$ cat src/design/gdl_regs.svh
/*
 * Register offsets, field positions, reset values and encodings of the
 * graphics display-list channel. Assumes inclusion from gdl_pkg.sv and from the channel module.
 */
`ifndef GDL_REGS_SVH
`define GDL_REGS_SVH

`define GDL_OFF_CTRL 8'h00
`define GDL_OFF_STATUS 8'h04
`define GDL_OFF_START 8'h08
`define GDL_OFF_CWA 8'h0C
`define GDL_OFF_RET 8'h10
`define GDL_OFF_SLOT 8'h14

`define GDL_CTRL_ENABLE 0
`define GDL_CTRL_GFX_ONLY 1
`define GDL_STATUS_BUSY 0
`define GDL_STATUS_STOPPED 1
`define GDL_STATUS_INSTR 2

`define GDL_INSTR_CODE 4'h3
`define GDL_CMD_BRU 3'h1
`define GDL_CMD_SPB 3'h2
`define GDL_CMD_STOP 3'h4

`define GDL_SLOT_RESET 3'h7
`define GDL_SLOT_MAX 3'h7
`define GDL_GFX_TOP_SLOT 3'h2
`define GDL_GFX_MAX_CHANNELS 4'h6
`define GDL_ADDR_W 15

`endif

$ cat src/design/gdl_pkg.sv
/*
 * Types of the graphics display-list channel.
 * Assumes gdl_regs.svh lies beside this file.
 */
`include "gdl_regs.svh"

package gdl_pkg;
    typedef struct packed {
        logic req;
        logic write;
        logic [14:0] addr;
        logic [15:0] wdata;
    } gdl_mem_req_t;

    typedef struct packed {
        logic valid;
        logic [15:0] data;
    } gdl_disp_t;
endpackage

$ cat src/design/gdl_channel.sv
/*
 * Graphics display-list channel: fetches words from memory through the
 * block arbiter, forwards data and instruction words to the display
 * system, and executes branch, store-return-and-branch and stop.
 * Assumes an APB master on core_clk, an arbiter answering with a one-cycle
 * memory-available pulse carrying read data, and display request pins
 * from outside the clock domain.
 */
// Added by the designer: the APB interface to the registers and the placing of the registers.
`include "gdl_regs.svh"
`timescale 1ns/10ps
`default_nettype none

module gdl_channel
(
    // Clock and reset
    input wire logic core_clk,
    input wire logic rst_n,
    // APB slave
    input wire logic psel,
    input wire logic penable,
    input wire logic pwrite,
    input wire logic [7:0] paddr,
    input wire logic [31:0] pwdata,
    output logic [31:0] prdata,
    output logic pready,
    output logic pslverr,
    // Block priority arbiter side
    output gdl_pkg::gdl_mem_req_t mem_req,
    output logic [2:0] priority_slot,
    input wire logic mem_available,
    input wire logic [15:0] mem_rdata,
    // Display system side
    input wire logic disp_data_req,
    input wire logic disp_addr_req,
    output gdl_pkg::gdl_disp_t disp_out,
    output logic block_stopped
);
    import gdl_pkg::*;

    typedef enum logic [2:0] {GDL_IDLE, GDL_FETCH, GDL_ADDR, GDL_STORE, GDL_STOPPED} gdl_state_t;

    gdl_state_t state;
    logic [14:0] current_word_address;
    logic [14:0] return_register;
    logic [1:0] ctrl;
    logic [2:0] slot;
    logic is_spb;
    logic addr_first;
    logic in_instr;
    logic start_pend;
    logic [14:0] start_addr;
    logic data_req_s1, data_req_s2, addr_req_s1, addr_req_s2;
    logic apb_wr, apb_rd;
    logic [15:0] w;
    logic is_instr;
    logic [2:0] cmd;

    assign apb_wr = psel && penable && pwrite;
    assign apb_rd = psel && !penable && !pwrite;
    assign w = mem_rdata;
    assign is_instr = (w[15:12] == `GDL_INSTR_CODE);
    assign cmd = w[2:0];

    // Pin synchronisers
    always_ff @(posedge core_clk)
    begin
        if (!rst_n)
        begin
            data_req_s1 <= 1'b0;
            data_req_s2 <= 1'b0;
            addr_req_s1 <= 1'b0;
            addr_req_s2 <= 1'b0;
        end
        else
        begin
            data_req_s1 <= disp_data_req;
            data_req_s2 <= data_req_s1;
            addr_req_s1 <= disp_addr_req;
            addr_req_s2 <= addr_req_s1;
        end
    end

    // APB register writes; a start arms one address-load cycle
    always_ff @(posedge core_clk)
    begin
        if (!rst_n)
        begin
            ctrl <= 2'b00;
            slot <= `GDL_SLOT_RESET;
            start_pend <= 1'b0;
            start_addr <= 15'h0000;
        end
        else
        begin
            if (apb_wr && paddr == `GDL_OFF_CTRL)
            begin
                ctrl <= pwdata[1:0];
            end
            if (apb_wr && paddr == `GDL_OFF_SLOT)
            begin
                // Graphics-only systems start at slot three; slot one and two reserved for block channels
                if (ctrl[`GDL_CTRL_GFX_ONLY] && pwdata[2:0] < `GDL_GFX_TOP_SLOT)
                begin
                    slot <= `GDL_GFX_TOP_SLOT;
                end
                else
                begin
                    slot <= pwdata[2:0];
                end
            end
            if (apb_wr && paddr == `GDL_OFF_START)
            begin
                start_pend <= 1'b1;
                start_addr <= pwdata[14:0];
            end
            else if (start_pend && (state == GDL_IDLE || state == GDL_STOPPED) && addr_req_s2)
            begin
                start_pend <= 1'b0;
            end
        end
    end

    // Channel sequencer
    always_ff @(posedge core_clk)
    begin
        if (!rst_n)
        begin
            state <= GDL_IDLE;
            current_word_address <= 15'h0000;
            return_register <= 15'h0000;
            is_spb <= 1'b0;
            addr_first <= 1'b0;
            in_instr <= 1'b0;
            mem_req <= '0;
            disp_out <= '0;
            block_stopped <= 1'b0;
        end
        else
        begin
            disp_out.valid <= 1'b0;
            case (state)
                GDL_IDLE, GDL_STOPPED:
                begin
                    // Only the address-transfer request is honoured here
                    // Single load of the word address, no word count
                    if (start_pend && addr_req_s2 && ctrl[`GDL_CTRL_ENABLE])
                    begin
                        current_word_address <= start_addr;
                        block_stopped <= 1'b0;
                        state <= GDL_FETCH;
                    end
                end
                GDL_FETCH:
                begin
                    // Read-only fetch; fast-unit single word per request
                    if (!mem_req.req && data_req_s2)
                    begin
                        mem_req.req <= 1'b1;
                        mem_req.write <= 1'b0;
                        mem_req.addr <= current_word_address;
                    end
                    else if (mem_req.req && mem_available)
                    begin
                        mem_req.req <= 1'b0;
                        current_word_address <= current_word_address + 15'h0001;
                        disp_out.valid <= 1'b1;
                        disp_out.data <= w;
                        if (is_instr && cmd == `GDL_CMD_STOP)
                        begin
                            block_stopped <= 1'b1;
                            state <= GDL_STOPPED;
                        end
                        else if (is_instr && (cmd == `GDL_CMD_BRU || cmd == `GDL_CMD_SPB))
                        begin
                            is_spb <= (cmd == `GDL_CMD_SPB);
                            // Only the first address fetch of a call saves the return point
                            addr_first <= 1'b1;
                            in_instr <= 1'b1;
                            state <= GDL_ADDR;
                        end
                    end
                end
                GDL_ADDR:
                begin
                    if (!mem_req.req)
                    begin
                        mem_req.req <= 1'b1;
                        mem_req.write <= 1'b0;
                        mem_req.addr <= current_word_address;
                    end
                    else if (mem_available)
                    begin
                        mem_req.req <= 1'b0;
                        addr_first <= 1'b0;
                        if (is_spb && addr_first)
                        begin
                            return_register <= current_word_address + 15'h0001;
                        end
                        // Address word not shown to the display
                        current_word_address <= {w[15], w[13:0]};
                        if (!w[14])
                        begin
                            state <= is_spb ? GDL_STORE : GDL_FETCH;
                            in_instr <= is_spb;
                        end
                        // Indirect flag set: fetch again at the new address
                    end
                end
                GDL_STORE:
                begin
                    if (!mem_req.req)
                    begin
                        mem_req.req <= 1'b1;
                        mem_req.write <= 1'b1;
                        mem_req.addr <= current_word_address;
                        // Return word in address-word layout, indirect flag clear
                        mem_req.wdata <= {return_register[14], 1'b0, return_register[13:0]};
                    end
                    else if (mem_available)
                    begin
                        mem_req.req <= 1'b0;
                        mem_req.write <= 1'b0;
                        current_word_address <= current_word_address + 15'h0001;
                        in_instr <= 1'b0;
                        state <= GDL_FETCH;
                    end
                end
                default:
                begin
                    state <= GDL_IDLE;
                end
            endcase
        end
    end

    // APB read data and handshake
    always_ff @(posedge core_clk)
    begin
        if (!rst_n)
        begin
            prdata <= 32'h0000_0000;
            pready <= 1'b0;
            pslverr <= 1'b0;
            priority_slot <= `GDL_SLOT_RESET;
        end
        else
        begin
            priority_slot <= slot;
            pready <= psel && !penable;
            pslverr <= psel && !penable && paddr != `GDL_OFF_CTRL && paddr != `GDL_OFF_STATUS
                && paddr != `GDL_OFF_START && paddr != `GDL_OFF_CWA && paddr != `GDL_OFF_RET
                && paddr != `GDL_OFF_SLOT;
            if (apb_rd)
            begin
                case (paddr)
                    `GDL_OFF_CTRL: prdata <= {30'h0, ctrl};
                    `GDL_OFF_STATUS: prdata <= {29'h0, in_instr, block_stopped, state != GDL_IDLE && state != GDL_STOPPED};
                    `GDL_OFF_START: prdata <= {17'h0, start_addr};
                    `GDL_OFF_CWA: prdata <= {17'h0, current_word_address};
                    `GDL_OFF_RET: prdata <= {17'h0, return_register};
                    `GDL_OFF_SLOT: prdata <= {29'h0, slot};
                    default: prdata <= 32'h0000_0000;
                endcase
            end
        end
    end

    AST_STOP_HALTS: assert property (@(posedge core_clk) disable iff (!rst_n)
        (state == GDL_FETCH && mem_req.req && mem_available && is_instr && cmd == `GDL_CMD_STOP)
        |=> state == GDL_STOPPED && block_stopped) else $error("stop did not halt");
    AST_STOPPED_NO_REQ: assert property (@(posedge core_clk) disable iff (!rst_n)
        state == GDL_STOPPED |-> !mem_req.req) else $error("memory request while stopped");
    AST_NO_WRITE_OUTSIDE_STORE: assert property (@(posedge core_clk) disable iff (!rst_n)
        mem_req.write |-> state == GDL_STORE) else $error("write outside store cycle");
    AST_ADDR_NOT_SHOWN: assert property (@(posedge core_clk) disable iff (!rst_n)
        (state == GDL_ADDR && mem_req.req && mem_available) |=> !disp_out.valid)
        else $error("address word forwarded");
    AST_BRANCH_LOAD: assert property (@(posedge core_clk) disable iff (!rst_n)
        (state == GDL_ADDR && mem_req.req && mem_available)
        |=> current_word_address == {$past(mem_rdata[15]), $past(mem_rdata[13:0])})
        else $error("branch target not loaded");
    AST_STORE_WORD: assert property (@(posedge core_clk) disable iff (!rst_n)
        (state == GDL_STORE && mem_req.req)
        |-> {mem_req.wdata[15], mem_req.wdata[13:0]} == return_register && !mem_req.wdata[14])
        else $error("wrong return word");
    AST_INDIRECT_LOOP: assert property (@(posedge core_clk) disable iff (!rst_n)
        (state == GDL_ADDR && mem_req.req && mem_available && mem_rdata[14]) |=> state == GDL_ADDR)
        else $error("indirect chain left");
    AST_INSTR_BUSY: assert property (@(posedge core_clk) disable iff (!rst_n)
        (state == GDL_ADDR || state == GDL_STORE) |-> in_instr) else $error("instruction flag low");

    // Plain data words go out unchanged and the fetch goes on
    AST_DATA_FORWARD: assert property (@(posedge core_clk) disable iff (!rst_n)
        (state == GDL_FETCH && mem_req.req && mem_available && !is_instr)
        |=> disp_out.valid && disp_out.data == $past(mem_rdata) && state == GDL_FETCH)
        else $error("data word not forwarded");
    // Stop word is forwarded as well
    AST_STOP_FORWARD: assert property (@(posedge core_clk) disable iff (!rst_n)
        (state == GDL_FETCH && mem_req.req && mem_available && is_instr && cmd == `GDL_CMD_STOP)
        |=> disp_out.valid && disp_out.data == $past(mem_rdata))
        else $error("stop word not forwarded");
    // Branch decodes to an address fetch
    AST_BRU_DECODE: assert property (@(posedge core_clk) disable iff (!rst_n)
        (state == GDL_FETCH && mem_req.req && mem_available && is_instr && cmd == `GDL_CMD_BRU)
        |=> state == GDL_ADDR && !is_spb && in_instr && disp_out.valid)
        else $error("branch not decoded");
    // Call decodes to an address fetch with return save
    AST_SPB_DECODE: assert property (@(posedge core_clk) disable iff (!rst_n)
        (state == GDL_FETCH && mem_req.req && mem_available && is_instr && cmd == `GDL_CMD_SPB)
        |=> state == GDL_ADDR && is_spb && in_instr && disp_out.valid)
        else $error("call not decoded");
    // Each data fetch advances the word address by one
    AST_FETCH_INCR: assert property (@(posedge core_clk) disable iff (!rst_n)
        (state == GDL_FETCH && mem_req.req && mem_available)
        |=> current_word_address == $past(current_word_address) + 15'h0001)
        else $error("word address not advanced");
    // Start loads only the word address
    AST_START_LOAD: assert property (@(posedge core_clk) disable iff (!rst_n)
        ((state == GDL_IDLE || state == GDL_STOPPED) && start_pend && addr_req_s2 && ctrl[`GDL_CTRL_ENABLE])
        |=> state == GDL_FETCH && current_word_address == $past(start_addr))
        else $error("start not loaded");
    // A stopped channel stays stopped until a new start
    AST_NO_AUTO_RESTART: assert property (@(posedge core_clk) disable iff (!rst_n)
        (state == GDL_STOPPED && !start_pend) |=> state == GDL_STOPPED)
        else $error("channel restarted itself");
    // Nothing reaches the display after stop
    AST_STOPPED_QUIET: assert property (@(posedge core_clk) disable iff (!rst_n)
        state == GDL_STOPPED |=> !disp_out.valid)
        else $error("display word after stop");
    // No display traffic while an instruction runs
    AST_INSTR_QUIET: assert property (@(posedge core_clk) disable iff (!rst_n)
        (state == GDL_ADDR || state == GDL_STORE) |=> !disp_out.valid)
        else $error("display word during instruction");
    // Fetches never write memory
    AST_READ_ONLY_FETCH: assert property (@(posedge core_clk) disable iff (!rst_n)
        ((state == GDL_FETCH || state == GDL_ADDR) && mem_req.req) |-> !mem_req.write)
        else $error("write during fetch");
    // Return point is the word after the address word
    AST_SPB_RETURN: assert property (@(posedge core_clk) disable iff (!rst_n)
        (state == GDL_ADDR && mem_req.req && mem_available && is_spb && addr_first)
        |=> return_register == $past(current_word_address) + 15'h0001)
        else $error("return point not saved");
    // Direct branch target hands control back to the display
    AST_BRU_EXIT: assert property (@(posedge core_clk) disable iff (!rst_n)
        (state == GDL_ADDR && mem_req.req && mem_available && !is_spb && !mem_rdata[14])
        |=> state == GDL_FETCH && !in_instr)
        else $error("branch did not return control");
    // Direct call target goes on to the store cycle
    AST_SPB_EXIT: assert property (@(posedge core_clk) disable iff (!rst_n)
        (state == GDL_ADDR && mem_req.req && mem_available && is_spb && !mem_rdata[14])
        |=> state == GDL_STORE)
        else $error("call skipped store");
    // Store goes to the loaded target address
    AST_STORE_ADDR: assert property (@(posedge core_clk) disable iff (!rst_n)
        (state == GDL_STORE && mem_req.req) |-> mem_req.addr == current_word_address && mem_req.write)
        else $error("store at wrong address");
    // Store completion advances the address and resumes fetching
    AST_STORE_INCR: assert property (@(posedge core_clk) disable iff (!rst_n)
        (state == GDL_STORE && mem_req.req && mem_available)
        |=> current_word_address == $past(current_word_address) + 15'h0001 && state == GDL_FETCH)
        else $error("store did not advance");
    // A request stands unchanged until memory is available
    AST_REQ_HOLD: assert property (@(posedge core_clk) disable iff (!rst_n)
        (mem_req.req && !mem_available) |=> mem_req.req && mem_req.addr == $past(mem_req.addr))
        else $error("memory request dropped");
    // Graphics-only systems never go below slot three
    AST_SLOT_CLAMP: assert property (@(posedge core_clk) disable iff (!rst_n)
        (apb_wr && paddr == `GDL_OFF_SLOT && ctrl[`GDL_CTRL_GFX_ONLY] && pwdata[2:0] < `GDL_GFX_TOP_SLOT)
        |=> slot == `GDL_GFX_TOP_SLOT)
        else $error("slot not clamped");
    // Slot output follows the slot register
    AST_SLOT_PORT: assert property (@(posedge core_clk) disable iff (!rst_n)
        1'b1 |=> priority_slot == $past(slot))
        else $error("slot output stale");
endmodule

`default_nettype wire

$ cat config.mk
export PLATFORM = sky130hd
export DESIGN_NAME = gdl_channel
export DESIGN_NICKNAME = d
export VERILOG_FILES = /design/src/design/gdl_pkg.sv /design/src/design/gdl_channel.sv
export VERILOG_INCLUDE_DIRS = /design/src /design/src/design
export SDC_FILE = /design/constraint.sdc
export NUM_CORES = 1
export LEC_CHECK = 0
export BUFFER_PORTS_ARGS = -buffer_cell sky130_fd_sc_hd__buf_2
export CORE_MARGIN = 4
export CORE_UTILIZATION = 28
export DETAILED_ROUTE_END_ITERATION = 7
export SYNTH_ARGS = -nofsm -noshare
export SYNTH_HDL_FRONTEND = slang
export SYNTH_SLANG_ARGS = --single-unit
$ cat constraint.sdc
create_clock -name core_clk -period 2.5 [get_ports core_clk]
set_input_delay 0.125 -clock core_clk [delete_from_list [all_inputs] [get_ports core_clk]]
set_output_delay 0.125 -clock core_clk [all_outputs]
set_load 0.005 [all_outputs]
==> results of run 1 <==
==> per-stage QoR <==
stage,setup slack (ns),hold WS (ns)
2_1_floorplan,0.671,0.250
3_3_place_gp,0.451,0.333
3_5_place_dp,0.427,0.348
4_1_cts,0.402,0.00436
5_1_grt,0.192,0.0134
6_report,0.382,0.0147
==> cell type report <==
cell class	count	area [um^2]	share of cell area
clock inverters	5	52.6	0.00679
flip-flops and latches	131	2620	0.339
clock buffers	24	492	0.0635
multi-input cells	544	3080	0.398
inverters	8	30.0	0.00388
repair buffers	174	1120	0.144
well taps	275	344	0.0445
==> kinds of logic (layout without fill, tap and decap cells) <==
family          Yosys count  in the layout  synth area share
other cells               1             18          0.000618
flops                   131            131             0.432
mux                      26             26            0.0472
buf+inv                  87            211            0.0699
xor+xnor                 14             14            0.0202
simple gates            284            284             0.215
fa+ha+maj                 1              1           0.00206
compound gates          201            201             0.213
==> report_power, final <==
group,internal (mW),leakage [nW],switching [mW],total [mW]
Combinational,0.564,1.69,0.820,1.38
Clock,1.45,0.268,0.858,2.31
Sequential,2.15,1.06,0.122,2.28
Total,4.17,3.01,1.80,5.97
==> worst min-delay path by stage <==
stage / startpoint / endpoint / slack (ns) / cells past startpoint
floorplan: pwdata[2] / slot[2]$_SDFFE_PN1P_ / 0.25 / 2
global placement: disp_data_req / data_req_s1$_SDFF_PN0_ / 0.33 / 2
detailed placement: disp_addr_req / addr_req_s1$_SDFF_PN0_ / 0.35 / 2
CTS: mem_rdata[0] / disp_out[0]$_SDFFE_PN0P_ / 0.004 / 3
global route: mem_rdata[0] / disp_out[0]$_SDFFE_PN0P_ / 0.01 / 3
finish: pwdata[1] / ctrl[1]$_SDFFE_PN0P_ / 0.01 / 3
==> critical path: stages, from the launching register on <==
cell and delay (ns):
dfxtp_1 0.51, buf_4 0.28, nor2b_1 0.10, a221oi_1 0.31, or2_1 0.25, buf_4 0.25, a21oi_1 0.07, o221a_1 0.23
==> synth_stat cells, types with 3 or more instances <==
| master | number | area, um^2 |
|---|---|---|
| a211oi_1 | 8 | 60.1 |
| a21oi_1 | 71 | 355 |
| a221oi_1 | 3 | 26.3 |
| a22o_1 | 12 | 105 |
| a22oi_1 | 13 | 97.6 |
| a32o_1 | 4 | 40.0 |
| a32oi_1 | 4 | 35.0 |
| and2_1 | 5 | 31.3 |
| buf_1 | 3 | 11.3 |
| buf_2 | 14 | 70.1 |
| buf_4 | 19 | 143 |
| clkbuf_1 | 41 | 154 |
| dfxtp_1 | 131 | 2620 |
| inv_1 | 7 | 26.3 |
| mux2i_1 | 23 | 230 |
| nand2_1 | 136 | 510 |
| nand2b_1 | 10 | 62.6 |
| nand3_1 | 24 | 120 |
| nand4_1 | 4 | 25.0 |
| nor2_1 | 57 | 214 |
| nor2b_1 | 10 | 62.6 |
| nor3_1 | 7 | 35.0 |
| nor3b_1 | 4 | 30.0 |
| nor4_1 | 3 | 18.8 |
| o211ai_1 | 3 | 22.5 |
| o21a_1 | 4 | 30.0 |
| o21ai_0 | 49 | 245 |
| o22ai_1 | 3 | 18.8 |
| o32ai_2 | 3 | 48.8 |
| or2_2 | 4 | 25.0 |
| xnor2_1 | 7 | 61.3 |
| xor2_1 | 7 | 61.3 |
==> sequential cells by signal, indices dropped and copies added (netlist names), 2 cells and up <==
signal                count
slot                      3
start_addr               15
return_register          15
priority_slot             3
state                     3
current_word_address     15
ctrl                      2
disp_out                 17
prdata                   15
mem_req                  32
==> routing by layer <==
layer | share of wire | wire [um]
met5 | 0 | 0
met4 | 0.048 | 920
met2 | 0.44 | 8380
met3 | 0.083 | 1590
met1 | 0.43 | 8180
==> impl_metrics.ini, run 1 <==
[run_status]
status = complete, no violations

[global_route]
grt.total_usage = 0.158
grtUsageMet3 = 0.0459
grt_util_met1 = 0.206
busiest_layer = met2
grt_max_degree = 76
grt_remaining_overflow = 0
first_global_vias = 5247
grt_antenna_before_repair = 0
met2_usage = 0.235
grt_pass1_wl_mm = 30.2

[die]
std_cell_rows = 53
dieArea_um2 = 24100
pin_count = 152
design.core.area_um2 = 21200
fp.dieH_um = 155
die_x_um = 155
start_util = 0.287

[setup_path]
r2r_start = state[2]$_SDFFE_PN0P_
crit_path_end_kind = register
endpoint = current_word_address[6]$_SDFFE_PN0P_
crit_arrival_ns = 2.42
reg2regPathDepth = 7
r2r-end = current_word_address[6]$_SDFFE_PN0P_
rrSetupSlack_ns = 0.38
worstSetupPathType = reg -> reg
worstPathMaxFanout = 16
required_ns = 2.81
crit_path_start = state[2]$_SDFFE_PN0P_
cp-start-kind = register

[logic_synthesis]
ys_ff_latch = 131
yosysWarnings = 0
ys_seq_area_frac = 0.432
synth-edff-count = 0
syn_area_um2 = 6060
synth-main-ff-cell = dfxtp_1
postSynthCellCount = 745
synth_async_sr_flop_share = 0
synth_area_per_cell_um2 = 8.14
yosysUniqueCellTypes = 71

[sta]
rsz0062_at_grt = no
min_period_ns = 2.12
finalSetupViolations = 0
fmax_mhz = 472
hold_violations = 0
slew-limit-headroom = 0.560
skew_ns = 0.00783
tightest_slew_ns = 0.659
final.setup.tns_ns = 0
fin_crit_sh = 0.847
drv_slew = 0

[min_path]
hold_path_class = in -> reg

[pwr]
ir_drop_v = 0.000338
total_power_mw = 5.97
p_leak_nw = 3.01
cellPowerDensity_nw_per_um2 = 771

[place]
place.gp.congestion = 0.930
io_buffers = 116
placed_cell_area_um2 = 6890
dpl.cell_count = 1102
place_hpwl_mm = 14.1

[routing]
remaining_drc_errors = 0
dr.pass1.iters = 5
final_antenna_net_count = 0
drt_wl_total_mm = 19.1
vias = 5693
drt_iter0_drc = 384
avgRoutedWirePerCell_um = 16.4
vias_per_cell = 4.90

[finish]
fin_nets = 941
drive_gt1_frac = 0.212
layout_commonest_cell = nand2_1
area_growth_pct = 27.6
nFillCells = 2169
layout_common_cells = nand2_1 (136), dfxtp_1 (131), buf_2 (116)
post_layout_nonfiller_instances = 1161
n_antenna_cell = 0
final_cell_area_um2 = 7740
fin_util = 0.366

[clock_tree]
cts-root-buf = clkbuf_16
holdBufCountCts = 30
cts_sinks = 131
postCtsSetupRepairBufs = 0
h-tree-depth = 4
cts_resized = 0
cts.path.max_buffers = 2
cts_buffers = 17
cts.clk_slew.worst_paths_ns = 0.05
cts_tree = done
clk_latency_ns = 0.42

[job]
maxCapViolCount = 0
Power figures use the tool's default switching activity.
==> run 2: changes to the inputs <==
clock period = 1.8 ns   (was 2.5 ns; I/O delays follow)
==> run 2 against run 1 <==
Effect of this change:
- fmax rose by 20%
- total power rose by 54%
- hold slack improved by 0.064 ns
- sequential share of layout area fell by 2.3 points
- non-clock buffer count rose by 48
- routed wire length rose by 6.7%
- first-iteration DRC count rose by 14%
- via count rose by 3.7%
- design area rose by 7.6%
- worst setup slack got worse by 0.35 ns
- critical path type unchanged
- largest power group unchanged
- highest routed layer unchanged
==> impl_metrics.ini, run 2 (synthesis gave the netlist of run 1 again) <==
[place]
io_buffers = 116
placed_cell_area_um2 = 7190
place_hpwl_mm = 15.0
place.gp.congestion = 0.959

[setup_path]
worstSetupPathType = reg -> reg
worstPathMaxFanout = 11
required_ns = 2.12
critPathSlowestCell = mux4_2
path_cells = buf_4 -> or2_1 -> mux4_2 -> nand2_1 -> o21ai_1 -> a32o_1
rrSetupSlack_ns = 0.03
crit_path_start = state[1]$_SDFFE_PN0P_
r2r-end = prdata[0]$_SDFFE_PN0P_
crit_arrival_ns = 2.08
r2r_start = state[1]$_SDFFE_PN0P_
cpPeakStageDelay_ns = 0.48
crit_path_end_kind = register
cp-start-kind = register
reg2regPathDepth = 6

[global_route]
grt_pass1_wl_mm = 31.4
first_global_vias = 5569
grt_remaining_overflow = 0
grt_max_degree = 76
grt_antenna_before_repair = 0
met2_usage = 0.261
grt.total_usage = 0.167
grt_util_met1 = 0.219
busiest_layer = met2
grtUsageMet3 = 0.0531

[clock_tree]
cts_tree = done
cts-root-buf = clkbuf_16
h-tree-depth = 4
clk_latency_ns = 0.43
cts_buffers = 17
cts.clk_slew.worst_paths_ns = 0.06
cts.path.max_buffers = 2
cts_sinks = 131

[finish]
n_antenna_cell = 0
largest_reg_flops = 32
nFillCells = 2140
fin_util = 0.393
multi_input_area_um2 = 3140
layout_common_cells = nand2_1 (135), dfxtp_1 (127), buf_2 (116)
area_growth_pct = 37.2
fin_nets = 989
drive_gt1_frac = 0.268
layout_commonest_cell = nand2_1
top_regs = mem_req (32), disp_out (17)
final_cell_area_um2 = 8320
seq_area_um2 = 2630
regMostFlops = mem_req

[run_status]
status = complete, no violations

[min_path]
holdPathEnd = mem_req[32]$_SDFFE_PN0P_
hold_path_class = in -> reg
worstHoldStart = mem_available
hold_depth = 4

[sta]
final.setup.tns_ns = 0
hold_violations = 0
skew_ns = 0.0132
finalSetupViolations = 0
fmax_mhz = 566
whs_ns = 0.0792
min_period_ns = 1.77
slew-limit-headroom = 0.350
rsz0062_at_grt = yes
drv_slew = 0
fin_crit_sh = 0.981
tightest_slew_ns = 0.971

[routing]
drt_wl_total_mm = 20.4
avgRoutedWirePerCell_um = 16.8
drt_iter0_drc = 437
dr.pass1.iters = 5
vias = 5906
remaining_drc_errors = 0
vias_per_cell = 4.87
final_antenna_net_count = 0

[die]
std_cell_rows = 53
fp.dieH_um = 155
die_x_um = 155
pin_count = 152
dieArea_um2 = 24100
design.core.area_um2 = 21200
start_util = 0.287

[job]
maxCapViolCount = 0

[pwr]
p_leak_nw = 3.30
cellPowerDensity_nw_per_um2 = 1100
total_power_mw = 9.17
ir_drop_v = 0.000479
==> run 2: cell types whose count changed in the layout (fill, tap and decap cells not counted), moves of 4 or more <==
cell and change:
dfxtp_1 -4, buf_4 +36, dlygate4sd3_1 +7, clkinvlp_4 +4
==> run 2: through the flow <==
stage,worst slack (ns),std cells
finish,0.0346,1212
global route,-0.0197,1212
CTS,0.00180,1210
detailed placement,-0.125,1140
global placement,-0.0469,1140
floorplan,0.000886,762
==> run 2: worst max-delay path by stage <==
stage                                                  to  slack, ns  cells past startpoint
floorplan           current_word_address[10]$_SDFFE_PN0P_     0.0009                      8
global placement     current_word_address[9]$_SDFFE_PN0P_      -0.05                      7
detailed placement  current_word_address[12]$_SDFFE_PN0P_      -0.13                      6
CTS                       return_register[1]$_SDFFE_PN0P_      0.002                      7
global route         current_word_address[3]$_SDFFE_PN0P_      -0.02                      7
finish                             prdata[0]$_SDFFE_PN0P_       0.03                      6
==> run 2: final cells by class <==
| class | instances | area share |
|---|---|---|
| multi-input cells | 544 | 0.378 |
| repair buffers | 222 | 0.187 |
| well taps | 275 | 0.0413 |
| clock buffers | 18 | 0.0528 |
| clock inverters | 14 | 0.0212 |
| flip-flops and latches | 131 | 0.316 |
| inverters | 8 | 0.00361 |
==> run 2: power by group <==
group          internal [mW]  total [mW]  leakage, nW  switching [mW]
combinational           1.10        2.45         1.96            1.35
sequential              3.00        3.10         1.06          0.0961
clock                   2.23        3.62        0.286            1.39
total                   6.33        9.17         3.30            2.84
==> run 2: metal layers <==
layer  vias to the layer above  share of wire
met5                         -              0
met3                        34          0.078
met2                       187           0.46
met4                         0          0.028
li1                       2935              -
met1                      2750           0.44
==> run 2: worst max-delay path: cells and delay by family (launching register included) <==
family / cells / cell delay, ns
and+or+nand+nor: 2 / 0.34
muxes: 1 / 0.48
AOI/OAI and AO/OA: 2 / 0.32
buffers and inverters: 1 / 0.15
DFF: 1 / 0.38
==> run 2: what timing repair did <==
action                     in CTS  in global routing
pin swaps                       1                  5
gates cloned                    0                  2
setup endpoints to repair      22                 23
resized for setup               7                 20
hold endpoints to repair       39                  0
hold buffers                   37                  0
buffers inserted                1                  0
